**src/scpi_consts.svh**
```systemverilog
// Character codes, node numbers and error codes of the message interpreter.
// Assumes 8-bit ASCII bytes from the bus interface.
`ifndef SCPI_CONSTS_SVH
`define SCPI_CONSTS_SVH

`define CH_LF        8'h0A
`define CH_SPACE     8'h20
`define CH_STAR      8'h2A
`define CH_COLON     8'h3A
`define CH_SEMI      8'h3B
`define CH_QMARK     8'h3F
`define CH_ZERO      8'h30
`define CH_ONE       8'h31
`define WORD_CHARS   12
`define NODE_CNT     13
`define NODE_ROOT    4'hF
`define NODE_STATUS  4'h0
`define NODE_OPER    4'h1
`define NODE_SYSTEM  4'h7
`define NODE_OPTROOT 4'hA
`define CMN_CLS      4'h0
`define CMN_OPC      4'h6
`define ERR_HEADER   8'h31
`define ERR_LONG     8'h32

`endif

```
**src/scpi_pkg.sv**
```systemverilog
// Types shared by the message interpreter and its output queue.
// Assumes the constants header is compiled alongside.
package scpi_pkg;
    typedef logic [3:0] node_t;
    typedef enum logic [2:0] {
        ST_WORD, ST_PARAM, ST_DISCARD, ST_PUSH_SEP, ST_PUSH_VAL, ST_PUSH_LF
    } parse_state_t;
    typedef struct packed {
        logic [95:0] name;
        node_t       parent;
        logic        is_path;
        logic        err_read;
    } node_info_t;
    typedef struct packed {
        logic       common;
        logic [3:0] code;
        logic       query;
    } exec_t;
    typedef struct packed {
        logic       eoi;
        logic [7:0] chr;
    } out_t;
endpackage

```
**src/scpi_message_parser.sv**
```systemverilog
// Program message interpreter with path pointer, error queue and output queue.
// Assumes one byte per handshake from the bus interface, synchronous to sys_clk.
// Operation
// A common command is an asterisk and three letters, unlike colon paths.
// Semicolons split one message into commands, each processed in turn.
// Each colon inside a path moves the pointer one level down.
// A colon right after a semicolon returns the pointer to root.
// A command after a semicolon without colon decodes at the current level.
// After a root reset, a word that is not a root word is an error.
// Each message starts at root; optional root children count as root words.
// A leading colon at message start is allowed and changes nothing.
// The path pointer never moves up a level.
// A common command runs at any level and leaves the pointer alone.
// The controller ends each message with line feed, end flag, or both.
// Commands of one message execute strictly in arrival order.
// An invalid command raises an error and is not executed.
// Commands before an invalid one run; those after it are discarded.
// Query responses wait in the output queue until addressed to talk.
// Errors are stored as they arise in a first-in first-out queue.
// Either error-read query moves the oldest error into the output queue.
// Several responses go out in order, separated by semicolons.
// Every response ends with a line feed together with the end flag.
// The controller sends queries first, then addresses the device to talk.
// The controller reads the whole response before the next message.
// Command words match regardless of letter case.
// Only full long form or exact short form is accepted.
// Short form cuts before a vowel fourth letter, otherwise after it.
// Bytes arrive singly with an end flag; each terminator resets to root.
`include "scpi_consts.svh"
`timescale 1ns/1ps
`default_nettype none

module resp_fifo #(
    parameter int WIDTH = 9,
    parameter int DEPTH = 16
) (
    input  wire logic             sys_clk,
    input  wire logic             rstn,
    input  wire logic             in_valid,
    output logic                  in_ready,
    input  wire logic [WIDTH-1:0] in_data,
    output logic                  out_valid,
    input  wire logic             out_ready,
    output logic      [WIDTH-1:0] out_data
);
    localparam int AW = $clog2(DEPTH);
    if (DEPTH < 2 || (1 << AW) != DEPTH) begin : g_chk
        $error("resp_fifo depth must be a power of two of at least two");
    end
    logic [WIDTH-1:0] mem [DEPTH];
    logic [AW-1:0]    wr_q;
    logic [AW-1:0]    rd_q;
    logic [AW:0]      cnt_q;
    wire              push = in_valid && in_ready;
    wire              pop  = out_valid && out_ready;

    assign in_ready  = cnt_q != (AW+1)'(DEPTH);
    assign out_valid = cnt_q != '0;
    assign out_data  = mem[rd_q];

    always_ff @(posedge sys_clk) begin
        if (push) begin
            mem[wr_q] <= in_data;
        end
    end

    always_ff @(posedge sys_clk) begin
        if (!rstn) begin
            wr_q  <= '0;
            rd_q  <= '0;
            cnt_q <= '0;
        end else begin
            wr_q  <= wr_q + AW'(push);
            rd_q  <= rd_q + AW'(pop);
            cnt_q <= cnt_q + (AW+1)'(push) - (AW+1)'(pop);
        end
    end
endmodule

module scpi_message_parser
    import scpi_pkg::*;
#(
    parameter int OUTQ_DEPTH = 16,
    parameter int ERRQ_DEPTH = 8
) (
    input  wire logic       sys_clk,
    input  wire logic       rstn,
    input  wire logic       rx_valid,
    output logic            rx_ready,
    input  wire logic [7:0] rx_byte,
    input  wire logic       rx_end,
    input  wire logic       talk_addressed,
    output logic            tx_valid,
    input  wire logic       tx_ready,
    output logic      [7:0] tx_byte,
    output logic            tx_eoi,
    input  wire logic [7:0] query_value,
    output logic            exec_valid,
    output exec_t           exec_cmd
);
    localparam int EW = $clog2(ERRQ_DEPTH);
    if (ERRQ_DEPTH < 2 || (1 << EW) != ERRQ_DEPTH) begin : g_chk
        $error("error queue depth must be a power of two of at least two");
    end

    function automatic node_info_t node_info(input node_t id);
        node_info_t n;
        n = '0;
        case (id)
            4'h0: n = '{{"STATUS", 48'h0}, `NODE_ROOT, 1'b1, 1'b0};
            4'h1: n = '{{"OPERATION", 24'h0}, `NODE_STATUS, 1'b1, 1'b0};
            4'h2: n = '{{"PTRANSITION", 8'h0}, `NODE_OPER, 1'b0, 1'b0};
            4'h3: n = '{{"NTRANSITION", 8'h0}, `NODE_OPER, 1'b0, 1'b0};
            4'h4: n = '{{"ENABLE", 48'h0}, `NODE_OPER, 1'b0, 1'b0};
            4'h5: n = '{{"PRESET", 48'h0}, `NODE_STATUS, 1'b0, 1'b0};
            4'h6: n = '{{"QUEUE", 56'h0}, `NODE_STATUS, 1'b0, 1'b1};
            4'h7: n = '{{"SYSTEM", 48'h0}, `NODE_ROOT, 1'b1, 1'b0};
            4'h8: n = '{{"ERROR", 56'h0}, `NODE_SYSTEM, 1'b0, 1'b1};
            4'h9: n = '{{"PRESET", 48'h0}, `NODE_SYSTEM, 1'b0, 1'b0};
            4'hA: n = '{{"ROUTE", 56'h0}, `NODE_ROOT, 1'b1, 1'b0};
            4'hB: n = '{{"OPEN", 64'h0}, `NODE_OPTROOT, 1'b0, 1'b0};
            4'hC: n = '{{"SCAN", 64'h0}, `NODE_OPTROOT, 1'b0, 1'b0};
            default: n = '0;
        endcase
        return n;
    endfunction

    // The received word is compared against the long form and the derived short form.
    function automatic logic word_eq(input logic [95:0] w, input logic [3:0] wl,
                                     input logic [95:0] nm);
        logic [3:0] nl;
        logic [3:0] sl;
        logic [7:0] c4;
        logic       ok;
        nl = '0;
        for (int i = 0; i < `WORD_CHARS; i++) begin
            if (nm[95-8*i -: 8] != 8'h00) begin
                nl = nl + 4'h1;
            end
        end
        c4 = nm[71:64];
        sl = (nl <= 4'h4) ? nl : ((c4 == "A" || c4 == "E" || c4 == "I" ||
              c4 == "O" || c4 == "U") ? 4'h3 : 4'h4);
        ok = (wl == nl || wl == sl) && wl != 4'h0;
        for (int i = 0; i < `WORD_CHARS; i++) begin
            if (4'(i) < wl && w[95-8*i -: 8] != nm[95-8*i -: 8]) begin
                ok = 1'b0;
            end
        end
        return ok;
    endfunction

    function automatic logic [4:0] find_node(input logic [95:0] w, input logic [3:0] wl,
                                             input node_t cur, input logic want_path);
        logic [4:0] r;
        node_info_t n;
        r = '0;
        for (int i = 0; i < `NODE_CNT; i++) begin
            n = node_info(4'(i));
            if (word_eq(w, wl, n.name) && n.is_path == want_path &&
                (n.parent == cur || (cur == `NODE_ROOT && n.parent == `NODE_OPTROOT))) begin
                r = {1'b1, 4'(i)};
            end
        end
        return r;
    endfunction

    function automatic logic [4:0] common_code(input logic [23:0] w);
        case (w)
            "CLS": return {1'b1, `CMN_CLS};
            "ESE": return 5'h11;
            "ESR": return 5'h12;
            "IDN": return 5'h13;
            "OPT": return 5'h14;
            "RCL": return 5'h15;
            "OPC": return {1'b1, `CMN_OPC};
            "RST": return 5'h17;
            "SAV": return 5'h18;
            "SRE": return 5'h19;
            "STB": return 5'h1A;
            "TRG": return 5'h1B;
            "TST": return 5'h1C;
            "WAI": return 5'h1D;
            default: return 5'h00;
        endcase
    endfunction

    parse_state_t st_q, st_d, after_q, after_d;
    node_t        cur_q, cur_d;
    logic [95:0]  word_q, word_d;
    logic [3:0]   len_q, len_d;
    logic         com_q, com_d, qry_q, qry_d, cs_q, cs_d, resp_q, resp_d;
    logic [7:0]   val_q, val_d;
    logic         exv_d;
    exec_t        exc_d;
    logic         err_push, err_pop, err_clr;
    logic [7:0]   err_code;
    logic [7:0]   errq_mem [ERRQ_DEPTH];
    logic [EW-1:0] ewr_q, erd_q;
    logic [EW:0]  ecnt_q;

    wire       rx_fire  = rx_valid && rx_ready;
    wire       is_colon = rx_byte == `CH_COLON;
    wire       is_semi  = rx_byte == `CH_SEMI;
    wire       is_space = rx_byte == `CH_SPACE;
    wire       is_qm    = rx_byte == `CH_QMARK;
    wire       is_star  = rx_byte == `CH_STAR;
    wire       is_lf    = rx_byte == `CH_LF;
    wire       is_term  = is_lf || rx_end;
    wire       is_ch    = !(is_colon || is_semi || is_space || is_qm || is_star || is_lf);
    wire [7:0] up       = (rx_byte >= "a" && rx_byte <= "z") ? rx_byte - 8'h20 : rx_byte;
    wire       too_long = is_ch && len_q == 4'(`WORD_CHARS);
    wire       app      = is_ch && !too_long;
    wire [95:0] w_cur   = app ? (word_q | ({up, 88'h0} >> (8 * len_q))) : word_q;
    wire [3:0] l_cur    = len_q + 4'(app);
    wire       com_cur  = com_q || is_star;
    wire       qry_cur  = qry_q || is_qm;
    wire [4:0] path_hit = find_node(w_cur, l_cur, cur_q, 1'b1);
    wire [4:0] leaf_hit = find_node(w_cur, l_cur, cur_q, 1'b0);
    wire [4:0] cmn_hit  = common_code(w_cur[95:72]);
    wire       cmn_ok   = cmn_hit[4] && l_cur == 4'h3;
    wire       cmd_ok   = com_cur ? cmn_ok : leaf_hit[4];
    node_info_t leaf_nd;
    node_info_t cur_nd;
    assign leaf_nd = node_info(leaf_hit[3:0]);
    assign cur_nd  = node_info(cur_q);
    wire       leaf_er  = !com_cur && leaf_nd.err_read;
    wire       cmd_end  = is_semi || is_term || is_space;
    wire       have_cmd = l_cur != 4'h0 || com_cur;
    wire       in_word  = st_q == ST_WORD && rx_fire;
    wire       in_skip  = (st_q == ST_PARAM || st_q == ST_DISCARD) && rx_fire;
    wire [7:0] err_head = errq_mem[erd_q];
    wire       errq_any = ecnt_q != '0;

    logic  q_valid, q_ready;
    logic  tx_valid_raw;
    out_t  q_in, q_out;
    assign rx_ready = st_q == ST_WORD || st_q == ST_PARAM || st_q == ST_DISCARD;
    assign q_valid  = st_q == ST_PUSH_SEP || st_q == ST_PUSH_VAL || st_q == ST_PUSH_LF;
    assign q_in.eoi = st_q == ST_PUSH_LF;
    assign q_in.chr = (st_q == ST_PUSH_SEP) ? `CH_SEMI :
                      (st_q == ST_PUSH_LF) ? `CH_LF : val_q;
    assign tx_byte  = q_out.chr;
    assign tx_eoi   = q_out.eoi;

    resp_fifo #(.WIDTH($bits(out_t)), .DEPTH(OUTQ_DEPTH)) u_outq (
        .sys_clk   (sys_clk),
        .rstn      (rstn),
        .in_valid  (q_valid),
        .in_ready  (q_ready),
        .in_data   (q_in),
        .out_valid (tx_valid_raw),
        .out_ready (tx_ready && talk_addressed),
        .out_data  (q_out)
    );
    assign tx_valid = tx_valid_raw && talk_addressed;

    always_comb begin
        st_d = st_q;  after_d = after_q;  cur_d = cur_q;  word_d = word_q;
        len_d = len_q;  com_d = com_q;  qry_d = qry_q;  cs_d = cs_q;
        resp_d = resp_q;  val_d = val_q;  exv_d = 1'b0;  exc_d = '0;
        err_push = 1'b0;  err_pop = 1'b0;  err_clr = 1'b0;  err_code = `ERR_HEADER;
        if (in_word) begin
            word_d = w_cur;  len_d = l_cur;  com_d = com_cur;  qry_d = qry_cur;
            cs_d = cs_q && is_space;
            if (too_long) begin
                err_push = 1'b1;
                err_code = `ERR_LONG;
                st_d = ST_DISCARD;
            end else if (is_colon && l_cur == 4'h0) begin
                if (cs_q && !com_cur) begin
                    cur_d = `NODE_ROOT;
                end else begin
                    err_push = 1'b1;
                    st_d = ST_DISCARD;
                end
            end else if (is_colon) begin
                word_d = '0;  len_d = '0;
                if (!com_cur && !qry_cur && path_hit[4]) begin
                    cur_d = path_hit[3:0];
                end else begin
                    err_push = 1'b1;
                    st_d = ST_DISCARD;
                end
            end else if (cmd_end && have_cmd) begin
                word_d = '0;  len_d = '0;  com_d = 1'b0;  qry_d = 1'b0;
                if (cmd_ok) begin
                    exv_d = 1'b1;
                    exc_d = '{com_cur, com_cur ? cmn_hit[3:0] : leaf_hit[3:0], qry_cur};
                    err_clr = com_cur && cmn_hit[3:0] == `CMN_CLS && !qry_cur;
                    st_d = is_space ? ST_PARAM : ST_WORD;
                    if (qry_cur) begin
                        err_pop = leaf_er && errq_any;
                        val_d = leaf_er ? (errq_any ? err_head : `CH_ZERO) :
                                (com_cur && cmn_hit[3:0] == `CMN_OPC) ? `CH_ONE :
                                query_value;
                        after_d = is_term ? ST_PUSH_LF : st_d;
                        st_d = resp_q ? ST_PUSH_SEP : ST_PUSH_VAL;
                    end
                end else begin
                    err_push = 1'b1;
                    st_d = ST_DISCARD;
                end
            end
            if (is_semi && !err_push) begin
                cs_d = 1'b1;
            end
        end
        if (in_skip && is_semi && st_q == ST_PARAM) begin
            st_d = ST_WORD;
            cs_d = 1'b1;
        end
        if ((in_word || in_skip) && is_term) begin
            cur_d = `NODE_ROOT;
            cs_d = 1'b1;
            word_d = '0;  len_d = '0;  com_d = 1'b0;  qry_d = 1'b0;
            if (st_d != ST_PUSH_SEP && st_d != ST_PUSH_VAL) begin
                st_d = resp_q ? ST_PUSH_LF : ST_WORD;
            end
        end
        if (q_ready) begin
            case (st_q)
                ST_PUSH_SEP: st_d = ST_PUSH_VAL;
                ST_PUSH_VAL: begin
                    st_d = after_q;
                    resp_d = 1'b1;
                end
                ST_PUSH_LF: begin
                    st_d = ST_WORD;
                    resp_d = 1'b0;
                end
                default: ;
            endcase
        end
    end

    always_ff @(posedge sys_clk) begin
        if (!rstn) begin
            st_q <= ST_WORD;  after_q <= ST_WORD;  cur_q <= `NODE_ROOT;
            word_q <= '0;  len_q <= '0;  com_q <= 1'b0;  qry_q <= 1'b0;
            cs_q <= 1'b1;  resp_q <= 1'b0;  val_q <= 8'h00;
            exec_valid <= 1'b0;  exec_cmd <= '0;
        end else begin
            st_q <= st_d;  after_q <= after_d;  cur_q <= cur_d;
            word_q <= word_d;  len_q <= len_d;  com_q <= com_d;  qry_q <= qry_d;
            cs_q <= cs_d;  resp_q <= resp_d;  val_q <= val_d;
            exec_valid <= exv_d;  exec_cmd <= exc_d;
        end
    end

    // A full error queue drops the newest error so the oldest stays readable.
    wire err_wr = err_push && ecnt_q != (EW+1)'(ERRQ_DEPTH);
    always_ff @(posedge sys_clk) begin
        if (err_wr) begin
            errq_mem[ewr_q] <= err_code;
        end
    end

    always_ff @(posedge sys_clk) begin
        if (!rstn || err_clr) begin
            ewr_q <= '0;  erd_q <= '0;  ecnt_q <= '0;
        end else begin
            ewr_q  <= ewr_q + EW'(err_wr);
            erd_q  <= erd_q + EW'(err_pop);
            ecnt_q <= ecnt_q + (EW+1)'(err_wr) - (EW+1)'(err_pop);
        end
    end
endmodule

`default_nettype wire

```
**config.mk**
```make
export PLATFORM = sky130hd
export DESIGN_NAME = scpi_message_parser
export DESIGN_NICKNAME = d
export VERILOG_FILES = /design/src/scpi_pkg.sv /design/src/scpi_message_parser.sv
export VERILOG_INCLUDE_DIRS = /design/src /design/src/src
export SDC_FILE = /design/constraint.sdc
export NUM_CORES = 1
export LEC_CHECK = 0
export BUFFER_PORTS_ARGS = -buffer_cell sky130_fd_sc_hd__buf_2
export CORE_ASPECT_RATIO = 0.7
export CORE_MARGIN = 4
export CORE_UTILIZATION = 40
export CTS_BUF_LIST = sky130_fd_sc_hd__clkbuf_8
export DETAILED_ROUTE_END_ITERATION = 10
export GPL_ROUTABILITY_DRIVEN = 0
export SYNTH_ARGS = -nofsm -noshare
export SYNTH_HDL_FRONTEND = slang
export SYNTH_SLANG_ARGS = --single-unit
```
**constraint.sdc**
```tcl
create_clock -name sys_clk -period 5.4 [get_ports sys_clk]
set_input_delay 0.27 -clock sys_clk [delete_from_list [all_inputs] [get_ports sys_clk]]
set_output_delay 0.27 -clock sys_clk [all_outputs]
set_load 0.005 [all_outputs]
```
==> reports/qor.csv, run 1 <==
stage;metric;value;unit
cells_and_area;area_growth;14.87;%
critical_path;critical_path.max_stage_delay;720;ps
critical_path;cp_top_family;compound AO/OA/AOI/OAI gates;
clock_network;clock-sinks;303;
timing;finalSetupViolCount;0;
critical_path;cp_cell_sequence;or4_1 -> a211oi_1 -> o31ai_1 -> a211oi_2 -> nand2_1 -> nor3_1 -> buf_4 -> nand3_1 -> a211o_1 -> nand4b_1 -> o21ai_0 -> o21ai_1 -> ha_1 -> inv_1 -> ha_1 -> inv_1 -> fa_1 -> xor2_1 -> nor2_1;
drt;drtPass1Iterations;6;
timing;final-hold-violation-count;0;
synthesis;synth_top_cell_by_area;edfxtp_1;
synthesis;synth.distinct_cells;95;
timing;fin_crit;5177;ps
clock_network;post_cts_resized;0;
timing;maxSlewViolCount;0;
clock_network;cts_setup_buffers;0;
pwr;p_total;5100;uW
cells_and_area;layout_common_cells;nor2_1, edfxtp_1, dfxtp_1;
job;max_cap_violations;0;
floorplanning;die_x;244.5;um
synthesis;synth_top_area_share;30.68;%
clock_network;worstSkewPairLatency;600;ps
timing;fin_ws;222.8;ps
synthesis;syn_area_per_cell;10.68;sq um
floorplanning;fp.dieH;173.5;um
critical_path;cp.arrival;5630;ps
timing;finalCritPeriodShare;95.87;%
floorplanning;rows;60;
placed_design;detailed_place_hpwl;35480;um
critical_path;crit_buf_inv;3;
synthesis;syn_nets;1514;
clock_network;holdBufCountCts;0;
cells_and_area;fin_area;17990;sq um
synthesis;synth_enable_flop_cells;160;
worst_hold_path;hold_path.class;input pin to flip-flop;
timing;fmax;193.2;MHz
floorplanning;fp.coreArea;38510;sq um
global_routing;grt_max_degree;96;
synthesis;ys.flop_type;edfxtp_1;
cells_and_area;num_antenna_cells;0;
synthesis;syn_area;15660;sq um
drt;vias;13260;
timing;relSlewSlack;17.46;%
global_routing;grt_remaining_overflow;0;
placed_design;placed_cell_area;17010;sq um
clock_network;cts-buffers-inserted;49;
pwr;p_leak;0.005815;uW
timing;whs;35.26;ps
synthesis;yosys-top-cells-area;edfxtp_1, dfxtp_1, mux4_2;
clock_network;htreeDepth;2;
clock_network;cts-root-buf;clkbuf_8;
global_routing;track_usage;22.54;%
cells_and_area;drive_above_1_share;20.91;%
clock_network;clockBufferDepth;3;
drt;drt-initial-drc-count;1684;
critical_path;path_class;flip-flop to flip-flop;
drt;avgRoutedWirePerCell;23.07;um
pwr;irDropWorstVdd;0.0001656;V
floorplanning;dieArea;42430;sq um
drt;detail_route.vias_per_cell;6.200;
critical_path;start_kind;flip-flop;
critical_path;worstPathRequired;5850;ps
clock_network;cts_tree;built;
global_routing;grt_pass1_vias;12550;
floorplanning;ios;40;
cells_and_area;final_common_cell;nor2_1;
floorplanning;start_util;40.66;%
global_routing;antenna_found_initial;0;
timing;fin_setup_tns;0;ps
pwr;power_density;283.5;nW/um^2
critical_path;cp_slowest_cell;or4_1;
synthesis;synth_seq_cells;303;
placed_design;io_buffers;39;
critical_path;cp_max_fo;7;
synthesis;synth_seq_area_share;48.96;%
global_routing;grt_pass1_wl;75150;um
drt;drc_errors;0;
clock_network;path_clk_slew;80;ps
cells_and_area;fin_nets;1621;
timing;tightest_slew;1229;ps
critical_path;crit_path_end_kind;flip-flop;
timing;skew;24.70;ps
status;status;completed;
synthesis;synth_cells;1466;
synthesis;yosys_warnings;0;
placed_design;place_ws;85.32;ps
timing;rsz0062_at_grt;false;
cells_and_area;fillers;3551;
drt;antenna_left;0;
drt;wl;49350;um
synthesis;synthArstFlopShare;0;%
## power breakdown
| group | total, uW | internal (uW) | switching [uW] |
|---|---|---|---|
| clock | 2010 | 1050 | 954 |
| sequential | 2470 | 2430 | 44.8 |
| combinational | 619 | 244 | 376 |
## layer usage
metal  part of all wire [%]  vias to the layer above  track usage [%]
met5                      0                        -                0
met4                    2.2                        0            5.797
met3                     12                       94            6.478
met2                     39                      727            29.36
met1                     47                     6503            36.02
li1                       -                     5937                -
## sequential cells by signal, summed over array words and instances, names as in the netlist, 2 cells and up
name,cells
len_q,4
u_outq.cnt_q,5
ecnt_q,4
u_outq.rd_q,4
errq_mem,16
val_q,8
word_q,88
u_outq.mem,144
st_q,3
ewr_q,3
u_outq.wr_q,4
erd_q,3
after_q,2
exec_cmd,6
cur_q,4
## worst min-delay path: cells and delay by family
kind | cells | cell delay, ps
AND/OR/NAND/NOR | 1 | 100
buffers and inverters | 1 | 100
AO/OA/AOI/OAI | 1 | 130
## cells by family after synthesis
group	Yosys count	share of synthesized area (%)
xor+xnor	16	0.8948
simple gates	568	19.61
fa+ha+maj	26	2.173
buf+inv	128	3.396
mux	58	7.630
flops	303	48.96
compound gates	367	17.33
## final timing paths
path	depth (start not counted)	slack [ps]	from	to
setup / recovery	19	220	len_q[1]	ecnt_q[2]
hold reg to reg	2	470	word_q[86]	word_q[86]
setup reg to reg	19	220	len_q[1]	ecnt_q[2]
hold / removal	3	40	query_value[5]	val_q[5]
## cell type report
class | instances | area, sq um | share of cell area (%)
flip-flops and latches | 303 | 7670 | 42.64
multi-input cells | 1035 | 7492 | 41.65
repair buffers | 151 | 1061 | 5.898
clock buffers | 56 | 770.7 | 4.285
well taps | 527 | 659.4 | 3.666
clock inverters | 34 | 211.5 | 1.175
inverters | 33 | 123.9 | 0.6886
## synth_stat cells (7+ instances only)
cell type    n
nor2_1     186
edfxtp_1   160
dfxtp_1    143
nand2_1     65
a21oi_1     64
clkbuf_1    59
nor3_1      55
a31oi_1     51
mux4_2      49
a22oi_1     46
nand3_1     46
o21ai_0     36
a32oi_1     34
inv_1       33
and2_1      27
nor4_1      25
ha_1        24
nand4_1     22
and3_1      21
nand2b_1    18
buf_2       17
a211oi_1    16
a21o_1      14
buf_1       14
or3_1       12
a31o_2      11
nor2b_1     11
nor3b_1     10
nor4b_1     10
xnor2_1     10
o211ai_1     9
mux2i_1      8
or4_1        8
a311o_1      7
o31ai_1      7
## metrics by stage
stage / utilization (%) / instances
2_1_floorplan: - / 1466
3_3_place_gp: 44.16 / 2049
3_5_place_dp: 44.16 / 2049
4_1_cts: 46.71 / 2139
5_1_grt: 46.71 / 2139
6_report: 46.71 / 2139
No activity file was read; power rests on OpenSTA's default activity.
==> inputs of run 2 (changes only) <==
- BUFFER_PORTS_ARGS: -buffer_cell sky130_fd_sc_hd__buf_2 -> -buffer_cell sky130_fd_sc_hd__buf_4
==> run 2 against run 1 <==
  * Power shrank 0.96%
  * Routed wire length grew 1.1%
  * Sequential power is essentially flat
  * Non-clock buffer count grew 2
  * Critical path depth is the same
  * Clock power shrank 3%
  * Die area is the same
  * Combinational power is essentially flat
  * Core utilization grew 0.30 points
  * Worst hold slack gained 8.6 ps
==> reports/qor.csv, run 2 (synthesized netlist as in run 1, its figures left out) <==
stage;metric;value;unit;change
pwr;combPwrFrac;12.3;%;was 12.1%
global_routing;grt_remaining_overflow;0;;unchanged
pwr;power_density;279.0;nW/um^2;was 283.5 nW/um^2
pwr;p_sw_share;27.12;%;was 26.94%
floorplanning;rows;60;;unchanged
drt;wl;49880;um;was 49,350 um
clock_network;cts-buffers-inserted;50;;was 49
timing;rsz0062_at_grt;false;;unchanged
cells_and_area;reg_top3;u_outq.mem: 144 flops, word_q: 88 flops, errq_mem: 16 flops;;unchanged
drt;detail_route.vias_per_cell;6.297;;was 6.200
floorplanning;fp.coreArea;38510;sq um;unchanged
placed_design;detailed_place_hpwl;35690;um;was 35,480 um
floorplanning;start_util;40.66;%;unchanged
floorplanning;ios;40;;unchanged
timing;relSlewSlack;22.94;%;was 17.46%
timing;skew;38.26;ps;was 24.70 ps
floorplanning;fp.dieH;173.5;um;unchanged
timing;whs;43.89;ps;was 35.26 ps
pwr;p_clk_share;38.5;%;was 39.3%
timing;fin_crit;5138;ps;was 5177 ps
clock_network;clock-sinks;303;;unchanged
timing;tightest_slew;1147;ps;was 1229 ps
pwr;irDropWorstVdd;0.0001407;V;was 0.0001656 V
timing;fmax;194.6;MHz;was 193.2 MHz
pwr;p_leak;0.005868;uW;was 0.005815 uW
critical_path;cp.arrival;5640;ps;was 5630 ps
drt;vias;13480;;was 13,260
critical_path;cp_max_fo;19;;was 7
drt;drc_errors;0;;unchanged
critical_path;start_kind;flip-flop;;unchanged
cells_and_area;fillers;3526;;was 3,551
status;status;completed;;unchanged
pwr;p_switching;1370;uW;was 1374 uW
clock_network;clockBufferDepth;3;;unchanged
global_routing;grt_pass1_wl;75370;um;was 75,150 um
timing;finalCritPeriodShare;95.14;%;was 95.87%
critical_path;critical_path.max_stage_delay;640;ps;was 720 ps
floorplanning;dieArea;42430;sq um;unchanged
pwr;p_seq_share;49.2;%;was 48.5%
clock_network;cts-root-buf;clkbuf_8;;unchanged
clock_network;cts_setup_buffers;0;;unchanged
timing;fin_setup_tns;0;ps;unchanged
cells_and_area;final_common_cell;nor2_1;;unchanged
critical_path;cp_cell_sequence;buf_4 -> nand2b_1 -> nor3b_1 -> a31oi_1 -> o21ai_0 -> nand2_1 -> o31ai_1 -> nand4_1 -> a211o_1 -> nand4b_1 -> o21ai_0 -> o21ai_1 -> ha_1 -> inv_1 -> ha_1 -> inv_1 -> fa_1 -> xor2_1 -> nor2_1;;was or4_1 -> a211oi_1 -> o31ai_1 -> a211oi_2 -> nand2_1 -> nor3_1 -> buf_4 -> nand3_1 -> a211o_1 -> nand4b_1 -> o21ai_0 -> o21ai_1 -> ha_1 -> inv_1 -> ha_1 -> inv_1 -> fa_1 -> xor2_1 -> nor2_1
global_routing;grt_pass1_vias;12430;;was 12,550
drt;drtPass1Iterations;5;;was 6
worst_hold_path;hold_path.class;input pin to flip-flop;;unchanged
clock_network;cts_tree;built;;unchanged
critical_path;path_class;flip-flop to flip-flop;;unchanged
clock_network;htreeDepth;2;;unchanged
drt;avgRoutedWirePerCell;23.31;um;was 23.07 um
drt;drt-initial-drc-count;1814;;was 1,684
cells_and_area;fin_nets;1624;;was 1,621
cells_and_area;largest_reg_flops;144;;unchanged
cells_and_area;layout_common_cells;nor2_1, edfxtp_1, buf_4;;was nor2_1, edfxtp_1, dfxtp_1
critical_path;cp_slowest_cell;nor3b_1;;was or4_1
placed_design;io_buffers;39;;unchanged
pwr;p_int;3681;uW;was 3726 uW
global_routing;track_usage;22.64;%;was 22.54%
job;max_cap_violations;0;;unchanged
timing;final-hold-violation-count;0;;unchanged
global_routing;antenna_found_initial;0;;unchanged
critical_path;worstPathRequired;5900;ps;was 5850 ps
cells_and_area;num_antenna_cells;0;;unchanged
floorplanning;die_x;244.5;um;unchanged
drt;antenna_left;0;;unchanged
critical_path;crit_path_end_kind;flip-flop;;unchanged
clock_network;path_clk_slew;70;ps;was 80 ps
clock_network;worstSkewPairLatency;620;ps;was 600 ps
global_routing;grt_max_degree;61;;was 96
cells_and_area;max_flop_register;u_outq.mem;;unchanged
timing;maxSlewViolCount;0;;unchanged
cells_and_area;drive_above_1_share;20.89;%;was 20.91%
cells_and_area;area_growth;15.61;%;was 14.87%
timing;finalSetupViolCount;0;;unchanged
-- run 2: metal layers --
layer | GRT usage (%) | up-vias | share of wire, %
li1 | - | 5951 | -
met1 | 36.69 | 6588 | 47
met2 | 29.07 | 839 | 39
met3 | 6.215 | 97 | 12
met4 | 5.868 | 0 | 2.2
met5 | 0 | - | 0
-- run 2: repair_timing --
item | in CTS | in global routing
resized for setup | 0 | 3
endpoints found under the setup margin | 0 | 3
hold buffers | 1 | 0
endpoints found under the hold margin | 3 | 0
-- run 2: area by class of cell --
type                            instances  area [sq um]  area share [%]
Sequential cell                       303          7671           42.37
Inverter                               33         123.9          0.6842
Tap cell                              527         659.4           3.642
Timing Repair Buffer                  153          1201           6.634
Clock buffer                           52         715.7           3.953
Multi-Input combinational cell       1035          7501           41.43
Clock inverter                         37         232.7           1.285
-- run 2: final timing paths --
check                               startpoint  cells past startpoint         end  slack (ps)
worst max-delay path                  len_q[2]                     19   ecnt_q[2]         260
worst min-delay path            query_value[4]                      3    val_q[4]          40
worst max register to register        len_q[2]                     19   ecnt_q[2]         260
worst min register to register      word_q[86]                      2  word_q[86]         470
-- run 2: worst max-delay path: cells and delay by family, from the launching register on --
kind / cells / cell delay (ps)
adders and majority gates: 3 / 810
buffers and inverters: 3 / 450
and+or+nand+nor: 6 / 1360
AOI/OAI and AO/OA: 6 / 1740
xor gates and xnor gates: 1 / 160
DFF: 1 / 490
-- run 2: through the flow --
step | worst slack [ps] | instances | power [uW] | util (%) | area [sq um]
finish | 262.2 | 2140 | 5051 | 47.01 | 18100
global route | 2.703 | 2140 | 5253 | 47.01 | 18100
CTS | 412.5 | 2140 | 5083 | 46.99 | 18090
detailed placement | 179.2 | 2050 | 3141 | 44.50 | 17140
global placement | 296.6 | 2050 | 3135 | 44.50 | 17140
floorplan | 26.44 | 1466 | 2932 | - | 15670
-- run 2: power groups by stage --
| stage | clock network [uW] | registers (uW) | logic (uW) |
|---|---|---|---|
| final | 1950 | 2490 | 619 |
| after global routing | 2090 | 2490 | 664 |
| after CTS | 1990 | 2490 | 606 |
| after detailed placement | 0 | 2540 | 603 |
| after global placement | 0 | 2540 | 598 |
| after floorplan | 0 | 2500 | 437 |
